`src/shared/ewf1_pkg.sv`:
```
// Constants, encodings and carriers for the extension-word decoder.
// Assumes one clock domain; shared by the decoder and its bench.
package ewf1_pkg;
    // ------------------------------------------------------------
    // Extension word recognition and field layout
    // ------------------------------------------------------------
    localparam logic [15:0] EXT_FIRST = 16'h1800;
    localparam logic [15:0] EXT_LAST = 16'h1fff;
    localparam int EXT_SRC_HI = 10;
    localparam int EXT_SRC_LO = 7;
    localparam int EXT_AL_BIT = 6;
    localparam int EXT_DST_HI = 3;
    localparam int EXT_DST_LO = 0;
    // ------------------------------------------------------------
    // Following instruction word layout
    // ------------------------------------------------------------
    localparam int INS_OP_HI = 15;
    localparam int INS_OP_LO = 12;
    localparam int INS_AD_BIT = 7;
    localparam int INS_BW_BIT = 6;
    localparam int INS_AS_HI = 5;
    localparam int INS_AS_LO = 4;
    localparam int INS_F2_HI = 15;
    localparam int INS_F2_LO = 7;
    localparam logic [8:0] F2_SWAP = 9'h021;
    localparam logic [8:0] F2_SXT = 9'h023;
    localparam logic [3:0] OP_FMT1_MIN = 4'h4;
    localparam logic [3:0] OP_MOVE = 4'h4;
    localparam logic [3:0] OP_ADD = 4'h5;
    localparam logic [3:0] OP_ADDC = 4'h6;
    localparam logic [3:0] OP_SUBC = 4'h7;
    localparam logic [3:0] OP_SUB = 4'h8;
    localparam logic [3:0] OP_CMP = 4'h9;
    localparam logic [3:0] OP_DADD = 4'ha;
    localparam logic [3:0] OP_BIT = 4'hb;
    localparam logic [3:0] OP_BIC = 4'hc;
    localparam logic [3:0] OP_BIS = 4'hd;
    localparam logic [3:0] OP_XOR = 4'he;
    localparam logic [3:0] OP_AND = 4'hf;
    // ------------------------------------------------------------
    // Operand length alignment
    // ------------------------------------------------------------
    localparam int SH_BYTE = 12;
    localparam int SH_WORD = 4;
    localparam int SH_ADDR = 0;
    localparam int NIB_BYTE = 2;
    localparam int NIB_WORD = 4;
    localparam int NIB_ADDR = 5;
    localparam int NIB_ALL = 5;
    localparam logic [4:0] BCD_MAX = 5'h09;
    localparam logic [4:0] BCD_ADJ = 5'h06;
    typedef enum logic [1:0] {
        LEN_BYTE = 2'h0,
        LEN_WORD = 2'h1,
        LEN_ADDR = 2'h2
    } ewf1_len_e;
    typedef enum logic [1:0] {
        CMB_REG_REG = 2'h0,
        CMB_REG_MEM = 2'h1,
        CMB_MEM_REG = 2'h2,
        CMB_MEM_MEM = 2'h3
    } ewf1_combo_e;
    typedef enum logic [1:0] {
        ASM_LO = 2'b01,
        ASM_HI = 2'b10
    } ewf1_asm_e;
    typedef struct packed {
        logic v;
        logic n;
        logic z;
        logic c;
    } ewf1_flags_s;
    typedef struct packed {
        logic valid;
        logic ext;
        logic reserved;
        logic na;
        logic fmt1;
        logic swap;
        logic sxt;
        ewf1_len_e len;
        logic [3:0] op;
        ewf1_combo_e combo;
        logic [3:0] src_hi;
        logic [3:0] dst_hi;
    } ewf1_dec_s;
endpackage : ewf1_pkg

```
`src/rtl/ewf1_decoder.sv`:
```
// Extension-word decoder and extended two-operand execute unit.
// Assumes fetch, operand and execute strobes are synchronous to mclk_in.
//
// Function
// RULE1: Words 1800h to 1FFFh are extension words modifying the next word.
// RULE2: Extension fields: op-code 15:11, source 10:7, length 6, destination 3:0.
// RULE3: Source nibble forms bits 19:16 of source immediate, index or address.
// RULE4: Destination nibble forms bits 19:16 of destination index or address.
// RULE5: Length bit with byte bit: 01 address, 10 word, 11 byte, 00 reserved.
// RULE6: Swap and sign extend: 00 address, 10 word, byte set not applicable.
// RULE7: All twelve two-operand operations run in extended form.
// RULE8: Subtract gives destination plus inverted source plus one.
// RULE9: Subtract with carry gives destination plus inverted source plus carry.
// RULE10: Add with carry sums binary; decimal add sums the same in BCD.
// RULE11: Arithmetic and compare operations update all four flags.
// RULE12: Move, bit clear and bit set keep all flags.
// RULE13: Bit test, and, xor: carry is not zero; xor overflow from operands.
// RULE14: Four source and destination addressing combinations are recognised.
// RULE15: A 20-bit address in memory is read as two consecutive words.
// RULE16: Compare and bit test update flags only, with no write back.
// RULE17: An extension word applies only to the next instruction word.
//
// Decided for this implementation: strobed fetch, operand, address and execute inputs and their timing.
module ewf1_decoder #(
    parameter int DATA_W = 20
) (
    input wire logic mclk_in,
    input wire logic sys_rst_in,
    input wire logic fetch_valid_in,
    input wire logic [15:0] fetch_word_in,
    input wire logic opnd_valid_in,
    input wire logic opnd_is_dst_in,
    input wire logic [15:0] opnd_word_in,
    input wire logic mem_addr_valid_in,
    input wire logic [15:0] mem_addr_word_in,
    input wire logic exe_valid_in,
    input wire logic [DATA_W-1:0] exe_src_in,
    input wire logic [DATA_W-1:0] exe_dst_in,
    input wire ewf1_pkg::ewf1_flags_s exe_flags_in,
    output ewf1_pkg::ewf1_dec_s dec_out,
    output logic [DATA_W-1:0] ext_value_out,
    output logic ext_value_valid_out,
    output logic [DATA_W-1:0] mem_addr_out,
    output logic mem_addr_valid_out,
    output logic [DATA_W-1:0] exe_result_out,
    output ewf1_pkg::ewf1_flags_s exe_flags_out,
    output logic exe_write_out,
    output logic exe_done_out
);
    if (DATA_W != 20) begin : g_width_check
        $error("ewf1_decoder serves a 20-bit data path only");
    end
    typedef struct packed {
        logic ext_pend;
        logic [3:0] ext_src;
        logic [3:0] ext_dst;
        logic ext_al;
        ewf1_pkg::ewf1_dec_s dec;
        logic [DATA_W-1:0] xval;
        logic xval_ok;
        ewf1_pkg::ewf1_asm_e asm_st;
        logic [15:0] asm_lo;
        logic [DATA_W-1:0] addr;
        logic addr_ok;
        logic [DATA_W-1:0] result;
        ewf1_pkg::ewf1_flags_s flags;
        logic wr;
        logic done;
    } ewf1_state_s;

    ewf1_state_s s_r;
    ewf1_state_s s_nxt;
    logic is_ext;
    logic [DATA_W+3:0] alu_res;

    // ------------------------------------------------------------
    // Extended two-operand arithmetic
    // ------------------------------------------------------------
    // Operands are left-aligned so bit 19 is always the sign bit
    function automatic logic [DATA_W+3:0] alu_f(
        input logic [3:0] op,
        input ewf1_pkg::ewf1_len_e len,
        input logic [DATA_W-1:0] s,
        input logic [DATA_W-1:0] d,
        input ewf1_pkg::ewf1_flags_s fi
    );
        logic [DATA_W-1:0] sa;
        logic [DATA_W-1:0] da;
        logic [DATA_W-1:0] msk;
        logic [DATA_W-1:0] ra;
        logic [DATA_W-1:0] bcd;
        logic [DATA_W:0] sum;
        logic [4:0] dig;
        logic cy;
        int sh;
        int nib;
        ewf1_pkg::ewf1_flags_s fo;
        sh = (len == ewf1_pkg::LEN_BYTE) ? ewf1_pkg::SH_BYTE :
             (len == ewf1_pkg::LEN_WORD) ? ewf1_pkg::SH_WORD : ewf1_pkg::SH_ADDR;
        nib = (len == ewf1_pkg::LEN_BYTE) ? ewf1_pkg::NIB_BYTE :
              (len == ewf1_pkg::LEN_WORD) ? ewf1_pkg::NIB_WORD : ewf1_pkg::NIB_ADDR;
        sa = s << sh;
        da = d << sh;
        msk = {DATA_W{1'b1}} << sh;
        sum = '0;
        bcd = '0;
        cy = fi.c;
        // Decimal sum nibble by nibble over the operand length
        for (int i = 0; i < ewf1_pkg::NIB_ALL; i++) begin
            if (i < nib) begin
                dig = 5'(s[i*4 +: 4]) + 5'(d[i*4 +: 4]) + 5'(cy);
                if (dig > ewf1_pkg::BCD_MAX) begin
                    dig = dig + ewf1_pkg::BCD_ADJ;
                    cy = 1'b1;
                end else begin
                    cy = 1'b0;
                end
                bcd[i*4 +: 4] = dig[3:0];
            end
        end
        case (op)
            ewf1_pkg::OP_ADD: sum = {1'b0, sa} + {1'b0, da};
            ewf1_pkg::OP_ADDC: sum = {1'b0, sa} + {1'b0, da} + (21'(fi.c) << sh); // [RULE10]
            ewf1_pkg::OP_SUB, ewf1_pkg::OP_CMP: sum = {1'b0, da} + {1'b0, ~sa & msk} + (21'h1 << sh); // [RULE8]
            ewf1_pkg::OP_SUBC: sum = {1'b0, da} + {1'b0, ~sa & msk} + (21'(fi.c) << sh); // [RULE9]
            ewf1_pkg::OP_DADD: sum = {cy, bcd << sh}; // [RULE10]
            ewf1_pkg::OP_BIT, ewf1_pkg::OP_AND: sum = {1'b0, sa & da};
            ewf1_pkg::OP_BIC: sum = {1'b0, ~sa & da};
            ewf1_pkg::OP_BIS: sum = {1'b0, sa | da};
            ewf1_pkg::OP_XOR: sum = {1'b0, sa ^ da};
            default: sum = {1'b0, sa};
        endcase
        ra = sum[DATA_W-1:0];
        fo = fi;
        // Flag effect per operation
        case (op)
            ewf1_pkg::OP_ADD, ewf1_pkg::OP_ADDC, ewf1_pkg::OP_DADD: begin // [RULE11]
                fo.v = (sa[DATA_W-1] == da[DATA_W-1]) && (ra[DATA_W-1] != sa[DATA_W-1]);
                fo.n = ra[DATA_W-1];
                fo.z = (ra == '0);
                fo.c = sum[DATA_W];
            end
            ewf1_pkg::OP_SUB, ewf1_pkg::OP_SUBC, ewf1_pkg::OP_CMP: begin // [RULE11]
                fo.v = (sa[DATA_W-1] != da[DATA_W-1]) && (ra[DATA_W-1] != da[DATA_W-1]);
                fo.n = ra[DATA_W-1];
                fo.z = (ra == '0);
                fo.c = sum[DATA_W];
            end
            ewf1_pkg::OP_BIT, ewf1_pkg::OP_AND, ewf1_pkg::OP_XOR: begin // [RULE13]
                fo.v = (op == ewf1_pkg::OP_XOR) && sa[DATA_W-1] && da[DATA_W-1];
                fo.n = ra[DATA_W-1];
                fo.z = (ra == '0);
                fo.c = (ra != '0);
            end
            default: fo = fi; // [RULE12]
        endcase
        return {ra >> sh, fo};
    endfunction : alu_f

    assign is_ext = (fetch_word_in >= ewf1_pkg::EXT_FIRST) && (fetch_word_in <= ewf1_pkg::EXT_LAST); // [RULE1]
    assign alu_res = alu_f(s_r.dec.op, s_r.dec.len, exe_src_in, exe_dst_in, exe_flags_in);

    // ------------------------------------------------------------
    // Next-state logic
    // ------------------------------------------------------------
    always_comb begin
        s_nxt = s_r;
        s_nxt.dec.valid = 1'b0;
        s_nxt.xval_ok = 1'b0;
        s_nxt.addr_ok = 1'b0;
        s_nxt.done = 1'b0;
        // Fetch: capture extension word or decode the instruction
        if (fetch_valid_in) begin
            if (is_ext) begin
                s_nxt.ext_pend = 1'b1;
                s_nxt.ext_src = fetch_word_in[ewf1_pkg::EXT_SRC_HI:ewf1_pkg::EXT_SRC_LO]; // [RULE2]
                s_nxt.ext_dst = fetch_word_in[ewf1_pkg::EXT_DST_HI:ewf1_pkg::EXT_DST_LO]; // [RULE2]
                s_nxt.ext_al = fetch_word_in[ewf1_pkg::EXT_AL_BIT]; // [RULE2]
            end else begin
                s_nxt.ext_pend = 1'b0; // [RULE17]
                s_nxt.dec.valid = 1'b1;
                s_nxt.dec.ext = s_r.ext_pend;
                s_nxt.dec.op = fetch_word_in[ewf1_pkg::INS_OP_HI:ewf1_pkg::INS_OP_LO];
                s_nxt.dec.fmt1 = s_nxt.dec.op >= ewf1_pkg::OP_FMT1_MIN; // [RULE7]
                s_nxt.dec.swap = fetch_word_in[ewf1_pkg::INS_F2_HI:ewf1_pkg::INS_F2_LO] == ewf1_pkg::F2_SWAP;
                s_nxt.dec.sxt = fetch_word_in[ewf1_pkg::INS_F2_HI:ewf1_pkg::INS_F2_LO] == ewf1_pkg::F2_SXT;
                s_nxt.dec.combo = ewf1_pkg::ewf1_combo_e'({
                    fetch_word_in[ewf1_pkg::INS_AS_HI:ewf1_pkg::INS_AS_LO] != 2'h0,
                    fetch_word_in[ewf1_pkg::INS_AD_BIT]}); // [RULE14]
                s_nxt.dec.src_hi = s_r.ext_pend ? s_r.ext_src : 4'h0;
                s_nxt.dec.dst_hi = s_r.ext_pend ? s_r.ext_dst : 4'h0;
                s_nxt.dec.reserved = 1'b0;
                s_nxt.dec.na = 1'b0;
                // Length from length bit and byte bit
                if (!s_r.ext_pend) begin
                    s_nxt.dec.len = fetch_word_in[ewf1_pkg::INS_BW_BIT] ? ewf1_pkg::LEN_BYTE : ewf1_pkg::LEN_WORD;
                end else if (s_nxt.dec.swap || s_nxt.dec.sxt) begin
                    s_nxt.dec.na = fetch_word_in[ewf1_pkg::INS_BW_BIT]; // [RULE6]
                    s_nxt.dec.len = s_r.ext_al ? ewf1_pkg::LEN_WORD : ewf1_pkg::LEN_ADDR; // [RULE6]
                end else begin
                    case ({s_r.ext_al, fetch_word_in[ewf1_pkg::INS_BW_BIT]}) // [RULE5]
                        2'b01: s_nxt.dec.len = ewf1_pkg::LEN_ADDR;
                        2'b10: s_nxt.dec.len = ewf1_pkg::LEN_WORD;
                        2'b11: s_nxt.dec.len = ewf1_pkg::LEN_BYTE;
                        default: begin
                            s_nxt.dec.len = ewf1_pkg::LEN_WORD;
                            s_nxt.dec.reserved = 1'b1;
                        end
                    endcase
                end
            end
        end
        // Operand word widened by the matching nibble
        if (opnd_valid_in) begin
            s_nxt.xval_ok = 1'b1;
            if (opnd_is_dst_in) begin
                s_nxt.xval = {s_r.dec.dst_hi, opnd_word_in}; // [RULE4]
            end else begin
                s_nxt.xval = {s_r.dec.src_hi, opnd_word_in}; // [RULE3]
            end
        end
        // Memory-held address: low word, then high word
        if (mem_addr_valid_in) begin
            case (s_r.asm_st)
                ewf1_pkg::ASM_LO: begin
                    s_nxt.asm_lo = mem_addr_word_in; // [RULE15]
                    s_nxt.asm_st = ewf1_pkg::ASM_HI;
                end
                ewf1_pkg::ASM_HI: begin
                    s_nxt.addr = {mem_addr_word_in[3:0], s_r.asm_lo}; // [RULE15]
                    s_nxt.addr_ok = 1'b1;
                    s_nxt.asm_st = ewf1_pkg::ASM_LO;
                end
                default: s_nxt.asm_st = ewf1_pkg::ASM_LO;
            endcase
        end
        // Execute the decoded two-operand operation
        if (exe_valid_in) begin
            s_nxt.done = 1'b1;
            if (s_r.dec.fmt1) begin
                s_nxt.result = alu_res[DATA_W+3:4]; // [RULE7]
                s_nxt.flags = alu_res[3:0];
                s_nxt.wr = (s_r.dec.op != ewf1_pkg::OP_CMP) && (s_r.dec.op != ewf1_pkg::OP_BIT); // [RULE16]
            end else begin
                s_nxt.flags = exe_flags_in;
                s_nxt.wr = 1'b0;
            end
        end
    end

    // ------------------------------------------------------------
    // State register
    // ------------------------------------------------------------
    always_ff @(posedge mclk_in) begin
        if (sys_rst_in) begin
            s_r <= '0;
            s_r.asm_st <= ewf1_pkg::ASM_LO;
            s_r.dec.len <= ewf1_pkg::LEN_WORD;
        end else begin
            s_r <= s_nxt;
        end
    end

    // Outputs straight from state
    assign dec_out = s_r.dec;
    assign ext_value_out = s_r.xval;
    assign ext_value_valid_out = s_r.xval_ok;
    assign mem_addr_out = s_r.addr;
    assign mem_addr_valid_out = s_r.addr_ok;
    assign exe_result_out = s_r.result;
    assign exe_flags_out = s_r.flags;
    assign exe_write_out = s_r.wr;
    assign exe_done_out = s_r.done;

    // ------------------------------------------------------------
    // Assertions
    // ------------------------------------------------------------
    property p_ext_range;
        @(posedge mclk_in) disable iff (sys_rst_in)
        fetch_valid_in && is_ext |=> s_r.ext_pend && !dec_out.valid;
    endproperty
    a_ext_range: assert property (p_ext_range) else $error("extension word not held"); // [RULE1]
    property p_ext_fields;
        @(posedge mclk_in) disable iff (sys_rst_in)
        fetch_valid_in && is_ext |=> s_r.ext_src == $past(fetch_word_in[10:7])
            && s_r.ext_dst == $past(fetch_word_in[3:0]) && s_r.ext_al == $past(fetch_word_in[6]);
    endproperty
    a_ext_fields: assert property (p_ext_fields) else $error("extension fields wrong"); // [RULE2]
    property p_ext_once;
        @(posedge mclk_in) disable iff (sys_rst_in)
        fetch_valid_in && !is_ext && s_r.ext_pend |=> dec_out.valid && dec_out.ext && !s_r.ext_pend
            ##1 !(dec_out.valid && dec_out.ext) || s_r.ext_pend;
    endproperty
    a_ext_once: assert property (p_ext_once) else $error("extension applied twice"); // [RULE17]
    property p_len_addr;
        @(posedge mclk_in) disable iff (sys_rst_in)
        fetch_valid_in && !is_ext && s_r.ext_pend && fetch_word_in[15:12] >= 4'h4
            && !s_r.ext_al && fetch_word_in[6] |=> dec_out.len == ewf1_pkg::LEN_ADDR && !dec_out.reserved;
    endproperty
    a_len_addr: assert property (p_len_addr) else $error("address length not chosen"); // [RULE5]
    property p_swap_na;
        @(posedge mclk_in) disable iff (sys_rst_in)
        fetch_valid_in && s_r.ext_pend && fetch_word_in[15:7] == ewf1_pkg::F2_SWAP
            |=> dec_out.na == $past(fetch_word_in[6]);
    endproperty
    a_swap_na: assert property (p_swap_na) else $error("swap length check wrong"); // [RULE6]
    property p_sub_addr;
        @(posedge mclk_in) disable iff (sys_rst_in)
        exe_valid_in && s_r.dec.op == ewf1_pkg::OP_SUB && s_r.dec.len == ewf1_pkg::LEN_ADDR
            |=> exe_result_out == $past(exe_dst_in) - $past(exe_src_in) && exe_write_out;
    endproperty
    a_sub_addr: assert property (p_sub_addr) else $error("subtract result wrong"); // [RULE8]
    property p_flags_kept;
        @(posedge mclk_in) disable iff (sys_rst_in)
        exe_valid_in && (s_r.dec.op == ewf1_pkg::OP_MOVE || s_r.dec.op == ewf1_pkg::OP_BIC
            || s_r.dec.op == ewf1_pkg::OP_BIS) |=> exe_flags_out == $past(exe_flags_in);
    endproperty
    a_flags_kept: assert property (p_flags_kept) else $error("flags changed by move"); // [RULE12]
    property p_logic_flags;
        @(posedge mclk_in) disable iff (sys_rst_in)
        exe_valid_in && (s_r.dec.op == ewf1_pkg::OP_BIT || s_r.dec.op == ewf1_pkg::OP_AND)
            |=> !exe_flags_out.v && exe_flags_out.c == !exe_flags_out.z;
    endproperty
    a_logic_flags: assert property (p_logic_flags) else $error("logic flags wrong"); // [RULE13]
    property p_no_write;
        @(posedge mclk_in) disable iff (sys_rst_in)
        exe_valid_in && (s_r.dec.op == ewf1_pkg::OP_CMP || s_r.dec.op == ewf1_pkg::OP_BIT)
            |=> exe_done_out && !exe_write_out;
    endproperty
    a_no_write: assert property (p_no_write) else $error("compare wrote back"); // [RULE16]
    property p_addr_pair;
        @(posedge mclk_in) disable iff (sys_rst_in)
        mem_addr_valid_in && s_r.asm_st == ewf1_pkg::ASM_HI
            |=> mem_addr_valid_out && mem_addr_out == {$past(mem_addr_word_in[3:0]), $past(s_r.asm_lo)};
    endproperty
    a_addr_pair: assert property (p_addr_pair) else $error("address pair wrong"); // [RULE15]
    property p_src_nib;
        @(posedge mclk_in) disable iff (sys_rst_in)
        opnd_valid_in && !opnd_is_dst_in |=> ext_value_valid_out && ext_value_out[19:16] == $past(s_r.dec.src_hi);
    endproperty
    a_src_nib: assert property (p_src_nib) else $error("source nibble wrong"); // [RULE3]
endmodule : ewf1_decoder

```
`config.mk`:
```
export PLATFORM = sky130hd
export DESIGN_NAME = ewf1_decoder
export DESIGN_NICKNAME = d
export VERILOG_FILES = /design/src/shared/ewf1_pkg.sv /design/src/rtl/ewf1_decoder.sv
export SDC_FILE = /design/constraint.sdc
export NUM_CORES = 1
export LEC_CHECK = 0
export ABC_AREA = 1
export BUFFER_PORTS_ARGS = -buffer_cell sky130_fd_sc_hd__buf_2
export CAP_MARGIN = 20
export CELL_PAD_IN_SITES_DETAIL_PLACEMENT = 0
export CELL_PAD_IN_SITES_GLOBAL_PLACEMENT = 1
export CORE_UTILIZATION = 37
export CTS_BUF_LIST = sky130_fd_sc_hd__clkbuf_16
export DETAILED_ROUTE_END_ITERATION = 16
export PLACE_DENSITY = 0.91
export SKIP_LAST_GASP = 1
export SLEW_MARGIN = 20
export SYNTH_ARGS = -nofsm -noshare
export SYNTH_HDL_FRONTEND = slang
export SYNTH_SLANG_ARGS = --single-unit
```
`constraint.sdc`:
```
create_clock -name mclk_in -period 9.1 [get_ports mclk_in]
set_input_delay 0.455 -clock mclk_in [delete_from_list [all_inputs] [get_ports mclk_in]]
set_output_delay 0.455 -clock mclk_in [all_outputs]
set_load 0.05 [all_outputs]
```
Word level (Yosys, flattened, before mapping)
Index checks and enable logic that the tools add are counted.
W data, S select, Z words.
Operators by class
  $add $sub $neg: 20
  magnitude comparators: 13
  equal/unequal tests: 25
  shift-type cells: 7
  multiplexer cells: 45
  bitwise logic cells: 9
  reductions and logical operators: 24
Operators with widths (count)
  $pmux W21 S9: 1
  $add A21 B21 Y21: 3
  $and A20 B20 Y20: 3
  $shl A20 B4 Y20: 3
  $mux W4: 13
  $add A20 B20 Y21: 2
  $eq A4 B4 Y1 const B: 8
  $add A4 B4 Y5: 5
  $add A5 B1 Y5: 5
  $gt A5 B4 Y1 const B: 5
  $mux W23: 1
  $shl A1 B4 Y21: 1
  $shl A1 B4 Y21 const A: 1
  $add A4 B3 Y4 const B: 5
  $logic_not A20 Y1: 1
  $mux W20: 1
  $not A20 Y20: 1
  $or A20 B20 Y20: 1
  $reduce_bool A20 Y1: 1
  $shl A20 B4 Y20 const A: 1
  $shr A20 B4 Y20: 1
  $xor A20 B20 Y20: 1
  $mux W1: 19
  $eq A9 B6 Y1 const B: 2
  other kinds (25): 58
Storage, ports and cells
  register bits: 119
  input port bits: 99
  output and inout bits: 91
  word-level logic and storage cells: 172

Logic depth before layout (Yosys ltp)
Gate-level depths: netlist of run 1.
  depth in word-level cells: 27
  depth in mapped cells: 61
  mapped depth without buffers: 61

Worst setup path after synthesis of run 1
Ideal clock, no wire load.
  path type: in2reg
  start: in exe_src_in[0]
  end: reg s_r (netlist bit exe_flags_out[3])
  setup time: 132 ps
  data arrival time: 8351 ps
  required time: 8968 ps
  slack: 617 ps
  stages on the path: 54
  cells stage by stage: fa_1 fa_1 xnor2_1 nand2_1 nand2_1 nand2_1 inv_1 fa_1 inv_1 fa_1 xor2_1 o211ai_1 nand2_1 inv_1 fa_1 inv_1 fa_1 inv_1 [... 18 more ...] inv_1 ha_1 nand2_1 nand3_1 nand2_1 nand2_1 a21oi_1 o21ai_0 nand3_1 nand4_1 a21oi_2 nand2_2 nand2_2 nand2_1 nand2_1 nand3_1 nand2_1 a21oi_2
On the way
  longest elaborated chain between the ends: 27
  elaborated cells between the ends (all ways): 58
Ends and longest elaborated chain
  from (decl): line ewf1_decoder.sv:37  | input wire logic [DATA_W-1:0] exe_src_in,
  $add A4 B4 Y5: line ewf1_decoder.sv:111  | dig = 5'(s[i*4 +: 4]) + 5'(d[i*4 +: 4]) + 5'(cy);
  $add A5 B1 Y5: line ewf1_decoder.sv:111
  $gt A5 B4 Y1: line ewf1_decoder.sv:112  | if (dig > ewf1_pkg::BCD_MAX) begin
  $mux W1: line ewf1_decoder.sv:112
  $mux W1: line ewf1_decoder.sv:110  | if (i < nib) begin
  $add A5 B1 Y5: line ewf1_decoder.sv:111
  $gt A5 B4 Y1: line ewf1_decoder.sv:112
  $mux W1: line ewf1_decoder.sv:112
  [... 11 more ...]
  $mux W4: line ewf1_decoder.sv:112
  $mux W4: line ewf1_decoder.sv:110
  $shl A20 B4 Y20: line ewf1_decoder.sv:126  | ewf1_pkg::OP_DADD: sum = {cy, bcd << sh};
  $pmux W21 S9: line ewf1_decoder.sv:121  | case (op)
  $ne A1 B1 Y1 (on tied branches): line ewf1_decoder.sv:144, ewf1_decoder.sv:138
  $logic_and A1 B1 Y1 (on tied branches): line ewf1_decoder.sv:144, ewf1_decoder.sv:138
  $pmux W4 S3 (*): line ewf1_decoder.sv:136  | case (op)
  $mux W5 (*): line ewf1_decoder.sv:240  | if (s_r.dec.fmt1) begin
  to (signal assigned): line ewf1_decoder.sv:260  | s_r <= s_nxt;
  to (decl): line ewf1_decoder.sv:71  | ewf1_state_s s_r;
Every way passes the cells marked *; elsewhere a longest branch is shown, timed or not.
A chain may end at the register's enable or synchronous reset.

Final worst setup path of run 1
  start: in exe_flags_in[0] in the netlist's numbering
  end: reg s_r (netlist bit exe_flags_out[1])
On the way
  longest elaborated chain between the ends: 25
  elaborated cells between the ends (all ways): 41
Ends and longest elaborated chain
  from (decl): line ewf1_decoder.sv:39  | input wire ewf1_pkg::ewf1_flags_s exe_flags_in,
  $add A5 B1 Y5: line ewf1_decoder.sv:111
  $gt A5 B4 Y1: line ewf1_decoder.sv:112
  $mux W1: line ewf1_decoder.sv:112
  $mux W1: line ewf1_decoder.sv:110
  $add A5 B1 Y5: line ewf1_decoder.sv:111
  $gt A5 B4 Y1: line ewf1_decoder.sv:112
  $mux W1: line ewf1_decoder.sv:112
  $mux W1: line ewf1_decoder.sv:110
  [... 9 more ...]
  $add A4 B3 Y4 or $gt A5 B4 Y1 (tied branches): line ewf1_decoder.sv:113, ewf1_decoder.sv:112
  $mux W4: line ewf1_decoder.sv:112
  $mux W4: line ewf1_decoder.sv:110
  $shl A20 B4 Y20: line ewf1_decoder.sv:126
  $pmux W21 S9 (*): line ewf1_decoder.sv:121
  $logic_not A20 Y1 (*): line ewf1_decoder.sv:140, ewf1_decoder.sv:146, ewf1_decoder.sv:152
  $pmux W4 S3 (*): line ewf1_decoder.sv:136
  $mux W5 (*): line ewf1_decoder.sv:240
Marked as above.

==> impl_metrics.ini, run 1 <==
[status]
status = finished, final reports clean

[clocking]
clockRootBuffer = clkbuf_16
clkSinkCount = 119
h-tree-depth = 4
clk_pin_slew_ns = 0.06
cts_tree = built
insertion_delay_ns = 0.42
hold_buffers = 0
cts_buffers = 17
clock_path_buffers = 2

[routing]
detail_route.first_pass.iterations = 5
ant_nets = 0
avgRoutedWirePerCell_um = 19.3
drc = 0
dr_total_vias = 14600
drtIter0Drc = 1306
routed_wl_mm = 51.7
vias_per_cell = 5.45

[die]
die_w_um = 188
die_y_um = 188
io_pins = 190
dieArea_um2 = 35200
coreArea_um2 = 33700
initial_core_util_pct = 37.8
placementRows = 67

[power_and_ir_drop]
power_frac_comb_pct = 45.8
power.internal_mw = 1.33
power.share.clock_pct = 30.4
swShare_pct = 43.4
power.density_nw_per_um2 = 164
finalPower_mw = 2.35
seqPwrFrac_pct = 23.8
p_leak_nw = 7.39
ir_drop_v = 0.000144
net-switching-power_mw = 1.02

[worst_setup_path]
cp_slowest_cell = fa_2
cp.required_ns = 9.44
cpMostUsedCell = nand2_1
crit_fanout = 6
crit_family = adder cells
critPathMaxStageDelay_ns = 0.43
start_kind = input port
r2r-start = dec_out[15]$_SDFFE_PP0P_
worstPathBufferInverterCount = 12
timing.reg2reg.setup_slack_ns = 2.39
worstSetupPathType = input port to flop
end_kind = flop
worst_ep_arrival_time_ns = 8.91
critPathLaunch = exe_flags_in[0]

[sta]
timing.fmax_mhz = 117
relSlewSlack_pct = 27.4
setup_viol = 0
whs_ns = 0.264
postLayoutSetupSlackWorst_ns = 0.531
drv_slew = 0
finalHoldViolCount = 0
worst_pin_slew_ns = 1.09
clock_skew_ns = 0.00838
post-route-period-util_pct = 94.2
min_period_ns = 8.57

[synth]
netlist_instances = 2119
syn_area_per_cell_um2 = 6.01
yosys_warnings = 0
ys_seq_elements = 119
syn_area_um2 = 12700
synth_area_leaders = dfxtp_1, nand2_1, ha_1
ys_types = 60
seq_area_frac_synth_pct = 18.7
synth.largest_area_cell = dfxtp_1
synth_top_cell_area_share_pct = 18.7

[cells_and_area]
syn_to_final_growth_pct = 12.7
mostFrequentLayoutCell = nand2_1
regArea_um2 = 2380
final_nets = 2422
drive_gt1_share_pct = 17.1
mostFrequentLayoutCells = nand2_1, nor2_1, inv_1
fillers = 3700
multi_input_area_um2 = 8500
fin_cells = 2683

[placed_design]
io_buffers = 189
place_ws_ns = -0.275
place_congestion = 1.01
dpl.hpwl_mm = 41.2
dp.cells = 2644

[global_routing]
grt_pass1_vias = 13800
grt_max_degree = 92
grt_first_pass_wirelength_mm = 78.2
grt_usage_pct = 28.7
antenna_found_initial = 3
overflow = 0

[run]
maxCapViolCount = 0

[min_path]
hold_path_startpoint = opnd_word_in[15]
hold_class = input port to flop
[layer usage]
metal | vias up | GRT usage, % | wire length, um
met3 | 127 | 8.03 | 4680
li1 | 7037 | - | -
met1 | 6792 | 36.6 | 22100
met2 | 659 | 44.8 | 22800
met4 | 4 | 12.6 | 2110
met5 | - | 0 | 23
[registers in the layout, indices dropped and copies added (netlist names)]
| name | cells |
|---|---|
| exe_write_out | 1 |
| exe_flags_out | 4 |
| mem_addr_valid_out | 1 |
| dec_out | 23 |
| exe_result_out | 20 |
| ext_value_out | 20 |
| mem_addr_out | 20 |
| s_r | 28 |
| exe_done_out | 1 |
| ext_value_valid_out | 1 |
[tightest hold or removal path, cell delays in order]
cell and delay (ns):
buf_2 0.07, nor2_1 0.03, nor2_1 0.08
[cell families after synthesis]
| group | Yosys count | share of synthesized area (%) |
|---|---|---|
| flip-flops | 119 | 18.7 |
| AND/OR/NAND/NOR | 1044 | 35.5 |
| buffers and inverters | 420 | 15.2 |
| adder cells (fa/ha/maj) | 102 | 10.7 |
| AO/OA/AOI/OAI | 412 | 18.3 |
| other | 1 | 0.0294 |
| XOR/XNOR | 21 | 1.44 |
[power by group through the flow]
stage | Clock [mW] | Combinational [mW] | Sequential, mW
6_report | 0.715 | 1.08 | 0.560
2_1_floorplan | 0 | 0.705 | 0.570
3_3_place_gp | 0 | 1.02 | 0.570
4_1_cts | 0.724 | 1.03 | 0.560
5_1_grt | 0.744 | 1.18 | 0.563
3_5_place_dp | 0 | 1.03 | 0.571
[per-stage QoR]
stage / TNS (ns) / util, % / cell area, um2
2_1_floorplan: 0 / - / 12700
3_3_place_gp: -0.0338 / 40.4 / 13600
3_5_place_dp: -2.05 / 40.4 / 13600
4_1_cts: 0 / 42.3 / 14300
5_1_grt: -0.110 / 42.6 / 14400
6_report: 0 / 42.6 / 14400
[Yosys cell counts, drive strengths merged]
library cell	n
a211oi	5
a21boi	4
a21o	4
a21oi	140
a221oi	3
a22oi	12
a311oi	2
a31oi	8
a41oi	6
and2	2
and3	1
buf	116
clkbuf	38
clkinv	1
conb	1
dfxtp	119
fa	12
ha	90
inv	265
nand2	528
nand2b	1
nand3	194
nand3b	9
nand4	25
nor2	261
nor3	14
nor4	2
o2111ai	2
o211ai	8
o21a	7
o21ai	183
o21bai	9
o221a	1
o221ai	3
o22a	1
o22ai	10
o31ai	2
o32ai	2
or2	7
xnor2	3
xor2	18
[timing repair]
item | CTS | global route
endpoints found under the setup margin | 0 | 13
buffers inserted | 0 | 6
resized for setup | 0 | 30
[area by class of cell]
type / instances / share of cell area, %
multi-input cells: 1581 / 59.1
flip-flops and latches: 119 / 16.6
repair buffers: 236 / 9.04
inverters: 266 / 6.97
well taps: 448 / 3.90
clock buffers: 17 / 2.96
clock inverters: 15 / 1.39
diodes: 1 / 0.0174
[worst paths after layout]
| check | to | cells after the start |
|---|---|---|
| setup / recovery | exe_flags_out[1]$_SDFFE_PP0P_ | 56 |
| setup reg to reg | exe_flags_out[1]$_SDFFE_PP0P_ | 32 |
| hold / removal | ext_value_out[15]$_SDFFE_PP0P_ | 3 |
| hold reg to reg | s_r[112]$_SDFFE_PP0P_ | 2 |
Power figures use the tool's default switching activity.
==> inputs of run 2 (changes only) <==
--- a/config.mk
+++ b/config.mk
@@ -10,10 +10,11 @@
 export CAP_MARGIN = 20
 export CELL_PAD_IN_SITES_DETAIL_PLACEMENT = 0
 export CELL_PAD_IN_SITES_GLOBAL_PLACEMENT = 1
-export CORE_UTILIZATION = 37
+export CORE_UTILIZATION = 34
 export CTS_BUF_LIST = sky130_fd_sc_hd__clkbuf_16
+export CTS_CLUSTER_SIZE = 25
 export DETAILED_ROUTE_END_ITERATION = 16
-export PLACE_DENSITY = 0.91
+export PLACE_DENSITY = 0.85
 export SKIP_LAST_GASP = 1
 export SLEW_MARGIN = 20
 export SYNTH_ARGS = -nofsm -noshare
==> constraint.sdc (replaced) <==
create_clock -name mclk_in -period 9.1 [get_ports mclk_in]
set_input_delay 0.455 -clock mclk_in [delete_from_list [all_inputs] [get_ports mclk_in]]
set_output_delay 0.455 -clock mclk_in [all_outputs]
set_load 0.005 [all_outputs]
==> run 2 against run 1 <==
First-iteration DRC count is 12% higher. Clock-buffer cell count stayed put. Clock skew is 0.00083 ns lower. Sequential cell count stayed put. Via count is 1.9% lower. Worst setup slack worse by 0.036 ns. Global-route usage is 2.8 points lower.
==> impl_metrics.ini, run 2 (synthesis gave the netlist of run 1 again) <==
[status]
status = finished, final reports clean

[clocking]
clk_pin_slew_ns = 0.06
insertion_delay_ns = 0.41
clock_path_buffers = 2
clkSinkCount = 119
h-tree-depth = 4
hold_buffers = 0
clockRootBuffer = clkbuf_16
cts_tree = built
cts_buffers = 17

[min_path]
hold_depth = 3
hold_class = input port to flop
hold-path-endpoint = ext_value_out[2]$_SDFFE_PP0P_
hold_path_startpoint = opnd_word_in[2]

[routing]
route.met2.wl_mm = 22.1
drt-met1-wl_mm = 22.3
wl_met3_mm = 4.02
drc = 0
drtIter0Drc = 1458
avgRoutedWirePerCell_um = 18.7
detail_route.first_pass.iterations = 6
routed_wl_mm = 50.2
vias_per_cell = 5.32
dr_total_vias = 14300
ant_nets = 0
topRoutingLayerUsed = met4

[global_routing]
grt_max_degree = 92
grt_usage_pct = 25.9
overflow = 0
grt_pass1_vias = 13500
antenna_found_initial = 1
grt_first_pass_wirelength_mm = 76.6

[cells_and_area]
drive_gt1_share_pct = 16.5
antenna_cells = 0
fillers = 4032
largest_register_ffs = 28
syn_to_final_growth_pct = 11.8
final_nets = 2412
top_register = s_r
mostFrequentLayoutCells = nand2_1, inv_1, nor2_1
finalCoreUtilization_pct = 38.7
mostFrequentLayoutCell = nand2_1

[die]
coreArea_um2 = 36800
die_w_um = 196
dieArea_um2 = 38300
initial_core_util_pct = 34.6
placementRows = 70
die_y_um = 196
io_pins = 190

[sta]
post-route-period-util_pct = 94.6
finalHoldViolCount = 0
postLayoutSetupSlackWorst_ns = 0.495
min_period_ns = 8.60
timing.fmax_mhz = 116
worst_pin_slew_ns = 1.03
clock_skew_ns = 0.00755
relSlewSlack_pct = 30.3
drv_slew = 0
setup_viol = 0

[worst_setup_path]
worstPathBufferInverterCount = 13
r2r-start = dec_out[14]$_SDFFE_PP1P_
cp_slowest_cell = fa_2
worst_ep_arrival_time_ns = 8.95
start_kind = input port
timing.reg2reg.setup_slack_ns = 2.94
end_kind = flop
reg2reg_to = exe_flags_out[1]$_SDFFE_PP0P_
cp.required_ns = 9.44
crit_fanout = 6
cpMostUsedCell = nand2_1
worstSetupPathType = input port to flop
crit_family = adder cells
r2r_cells = 31
critPathMaxStageDelay_ns = 0.43

[placed_design]
dpl.hpwl_mm = 40.5
io_buffers = 189
place_congestion = 1.02
place_ws_ns = -0.140

[power_and_ir_drop]
ir_drop_v = 0.000137
finalPower_mw = 2.19
p_leak_nw = 7.33
power.density_nw_per_um2 = 154

[run]
maxCapViolCount = 0
==> run 2: changes by cell type in the layout (fill, tap and decap cells not counted), sizes merged <==
cell,change
buf,-10
diode,-1
clkinvlp,-1
clkinv,+3
bufinv,-2
==> run 2: worst min-delay path: cells and delay by family <==
family	cells	cell delay [ns]
buffers and inverters	1	0.07
AND/OR/NAND/NOR	2	0.11
==> run 2: where the power goes <==
part,internal [mW],switching [mW]
sequential,0.546,0.0140
clock,0.404,0.253
combinational,0.311,0.664
total,1.26,0.931
==> run 2: cell type report <==
cell class                 instances  area (um2)  area share [%]
clock buffer                      17         425            2.98
tap                              468         586            4.11
clock inverter                    15         153            1.07
multi-input combinational       1581        8480            59.5
timing repair buffer             226        1220            8.58
inverter                         266        1000            7.02
sequential                       119        2380            16.7
==> run 2: per-layer routing <==
layer	vias to the layer above	GRT usage, %
li1	7007	-
met1	6631	35.4
met2	599	40.9
met4	0	8.69
met3	97	4.34
met5	-	0
==> run 2: worst max-delay path by stage <==
stage                                         end  slack [ns]  depth (start not counted)             from
floorplan           exe_flags_out[3]$_SDFFE_PP0P_        0.62                         54    exe_src_in[0]
global placement    exe_flags_out[1]$_SDFFE_PP0P_        0.09                         60    exe_src_in[0]
detailed placement  exe_flags_out[1]$_SDFFE_PP0P_       -0.14                         60    exe_src_in[0]
CTS                 exe_flags_out[1]$_SDFFE_PP0P_        0.26                         60    exe_src_in[0]
global route        exe_flags_out[1]$_SDFFE_PP0P_      -0.006                         60    exe_src_in[0]
finish              exe_flags_out[1]$_SDFFE_PP0P_        0.50                         60  exe_flags_in[0]
==> run 2: timing repair <==
item / CTS / global route
endpoints found under the hold margin: 0 / 0
endpoints found under the setup margin: 0 / 13
buffers inserted: 0 / 2
resized for setup: 0 / 21
==> run 2: per-stage QoR <==
step	area [um2]	instances	hold slack [ns]	TNS, ns
after floorplan	12700	2120	0.425	0
after global placement	13600	2658	0.438	0
after detailed placement	13600	2658	0.450	-0.486
after CTS	14200	2690	0.257	0
after global routing	14300	2692	0.251	-0.00588
final	14300	2692	0.264	0
==> inputs of run 3 (changes only) <==
--- a/config.mk
+++ b/config.mk
@@ -14,6 +14,7 @@
 export CTS_BUF_LIST = sky130_fd_sc_hd__clkbuf_16
 export CTS_CLUSTER_SIZE = 25
 export DETAILED_ROUTE_END_ITERATION = 16
+export MAX_ROUTING_LAYER = met4
 export PLACE_DENSITY = 0.85
 export SKIP_LAST_GASP = 1
 export SLEW_MARGIN = 20
==> run 3 against run 2 <==
Clock power down 8.8%. Core utilization down 0.11 points. Worst setup slack better by 0.052 ns. Clock-buffer cell count unchanged. Critical path type unchanged. Via count up 0.42%. Sequential power about the same. Largest cell class unchanged.
==> impl_metrics.ini, run 3 (synthesis gave the netlist of run 1 again) <==
[status]
status = finished, final reports clean

[cells_and_area]
stdcell_area_um2 = 14200
drive_gt1_share_pct = 16.3
syn_to_final_growth_pct = 11.5
mostFrequentLayoutCell = nand2_1
mostFrequentLayoutCells = nand2_1, inv_1, nor2_1
fin_cells = 2694
largest_register_ffs = 28
top_register = s_r
final_nets = 2415
antenna_cells = 0
fillers = 4078

[global_routing]
grt_pass1_vias = 13300
grt_first_pass_wirelength_mm = 78.7
grt_usage_pct = 27.6
overflow = 0
grt_max_degree = 72
antenna_found_initial = 0

[worst_setup_path]
critPathCapture = exe_flags_out[1]$_SDFFE_PP0P_
r2r_cells = 34
end_kind = flop
worstSetupPathType = input port to flop
critPathMaxStageDelay_ns = 0.56
critPathLaunch = exe_flags_in[0]
timing.reg2reg.setup_slack_ns = 2.52
cp.required_ns = 9.44
cpMostUsedCell = nand2_1
start_kind = input port
r2r-start = dec_out[15]$_SDFFE_PP0P_
worst_ep_arrival_time_ns = 8.89
crit_fanout = 6
reg2reg_to = exe_flags_out[1]$_SDFFE_PP0P_
cp_slowest_cell = fa_2

[power_and_ir_drop]
power.density_nw_per_um2 = 152
p_leak_nw = 7.33
ir_drop_v = 0.000143
power.internal_mw = 1.23
power_frac_comb_pct = 46.4
power.share.clock_pct = 27.7
seqPwrFrac_pct = 25.9
finalPower_mw = 2.16
net-switching-power_mw = 0.936
swShare_pct = 43.3

[routing]
dr_total_vias = 14400
detail_route.first_pass.iterations = 6
vias_per_cell = 5.34
ant_nets = 0
drtIter0Drc = 1375
avgRoutedWirePerCell_um = 19.4
drc = 0
routed_wl_mm = 52.4

[die]
die_w_um = 196
initial_core_util_pct = 34.6
coreArea_um2 = 36800
dieArea_um2 = 38300
placementRows = 70
die_y_um = 196
io_pins = 190

[placed_design]
place_area_um2 = 13600
dp.cells = 2663
place_congestion = 1.02
place_ws_ns = -0.230
io_buffers = 189
dpl.hpwl_mm = 42.4

[clocking]
insertion_delay_ns = 0.40
cts_tree = built
cts_buffers = 17
hold_buffers = 0
h-tree-depth = 4
clock_path_buffers = 2
clockRootBuffer = clkbuf_16
clkSinkCount = 119
clk_pin_slew_ns = 0.05

[sta]
relSlewSlack_pct = 33.1
worst_pin_slew_ns = 1.00
postLayoutSetupSlackWorst_ns = 0.547
whs_ns = 0.274
drv_slew = 0
finalHoldViolCount = 0
clock_skew_ns = 0.00803
post-route-period-util_pct = 94.0
min_period_ns = 8.55
setup_viol = 0
timing.fmax_mhz = 117

[min_path]
hold_class = input port to flop
hold_path_startpoint = opnd_word_in[14]

[run]
maxCapViolCount = 0
[run 3: cell count changes in the layout (fill, tap and decap cells not counted), moves of 2 or more]
cell,delta
clkinv_1,+2
clkinv_4,-3
inv_6,-3
clkinv_2,+2
inv_1,+3
buf_4,+3
[run 3: power groups by stage]
stage / Combinational, mW / Clock [mW] / Sequential, mW
floorplan: 0.650 / 0 / 0.567
global placement: 0.957 / 0 / 0.570
detailed placement: 0.967 / 0 / 0.571
CTS: 0.972 / 0.607 / 0.560
global route: 1.10 / 0.633 / 0.563
finish: 1.00 / 0.599 / 0.560
[run 3: area by class of cell]
class	instances	area, um2	share of cell area, %
Multi-Input combinational cell	1581	8480	59.6
Tap cell	468	586	4.12
Sequential cell	119	2380	16.8
Clock buffer	17	425	2.99
Timing Repair Buffer	229	1250	8.77
Inverter	266	1000	7.04
Clock inverter	14	95.1	0.669
[run 3: how the worst min path moves through the flow]
stage / slack, ns / to / depth (start not counted)
2_1_floorplan: 0.42 / s_r[110]$_SDFFE_PP0P_ / 2
3_3_place_gp: 0.44 / s_r[111]$_SDFFE_PP0P_ / 2
3_5_place_dp: 0.44 / s_r[111]$_SDFFE_PP0P_ / 2
4_1_cts: 0.26 / ext_value_out[14]$_SDFFE_PP0P_ / 3
5_1_grt: 0.27 / ext_value_out[6]$_SDFFE_PP0P_ / 3
6_report: 0.27 / ext_value_out[14]$_SDFFE_PP0P_ / 3
[run 3: through the flow]
step	utilization, %	TNS [ns]
CTS	38.5	0
finish	38.6	0
detailed placement	37.1	-1.10
global route	38.6	-0.00134
floorplan	-	0
global placement	37.1	-0.0152
[run 3: routing by layer]
metal	wire, um	track usage (%)	vias to the layer above
met5	0	-	-
met4	1190	6.45	0
met3	3730	3.44	62
met2	23600	43.3	564
met1	23900	37.4	6757
li1	-	-	7011
[run 3: what timing repair did]
action / CTS / global route
setup buffers: 0 / 0
resized for setup: 0 / 19
endpoints found under the setup margin: 0 / 13
endpoints found under the hold margin: 0 / 0
[run 3: critical path, delay by kind of cell]
kind,cells,cell delay [ns]
buffers and inverters,12,0.93
XOR/XNOR,2,0.35
AO/OA/AOI/OAI,7,0.88
adder cells (fa/ha/maj),12,4.29
AND/OR/NAND/NOR,23,1.94
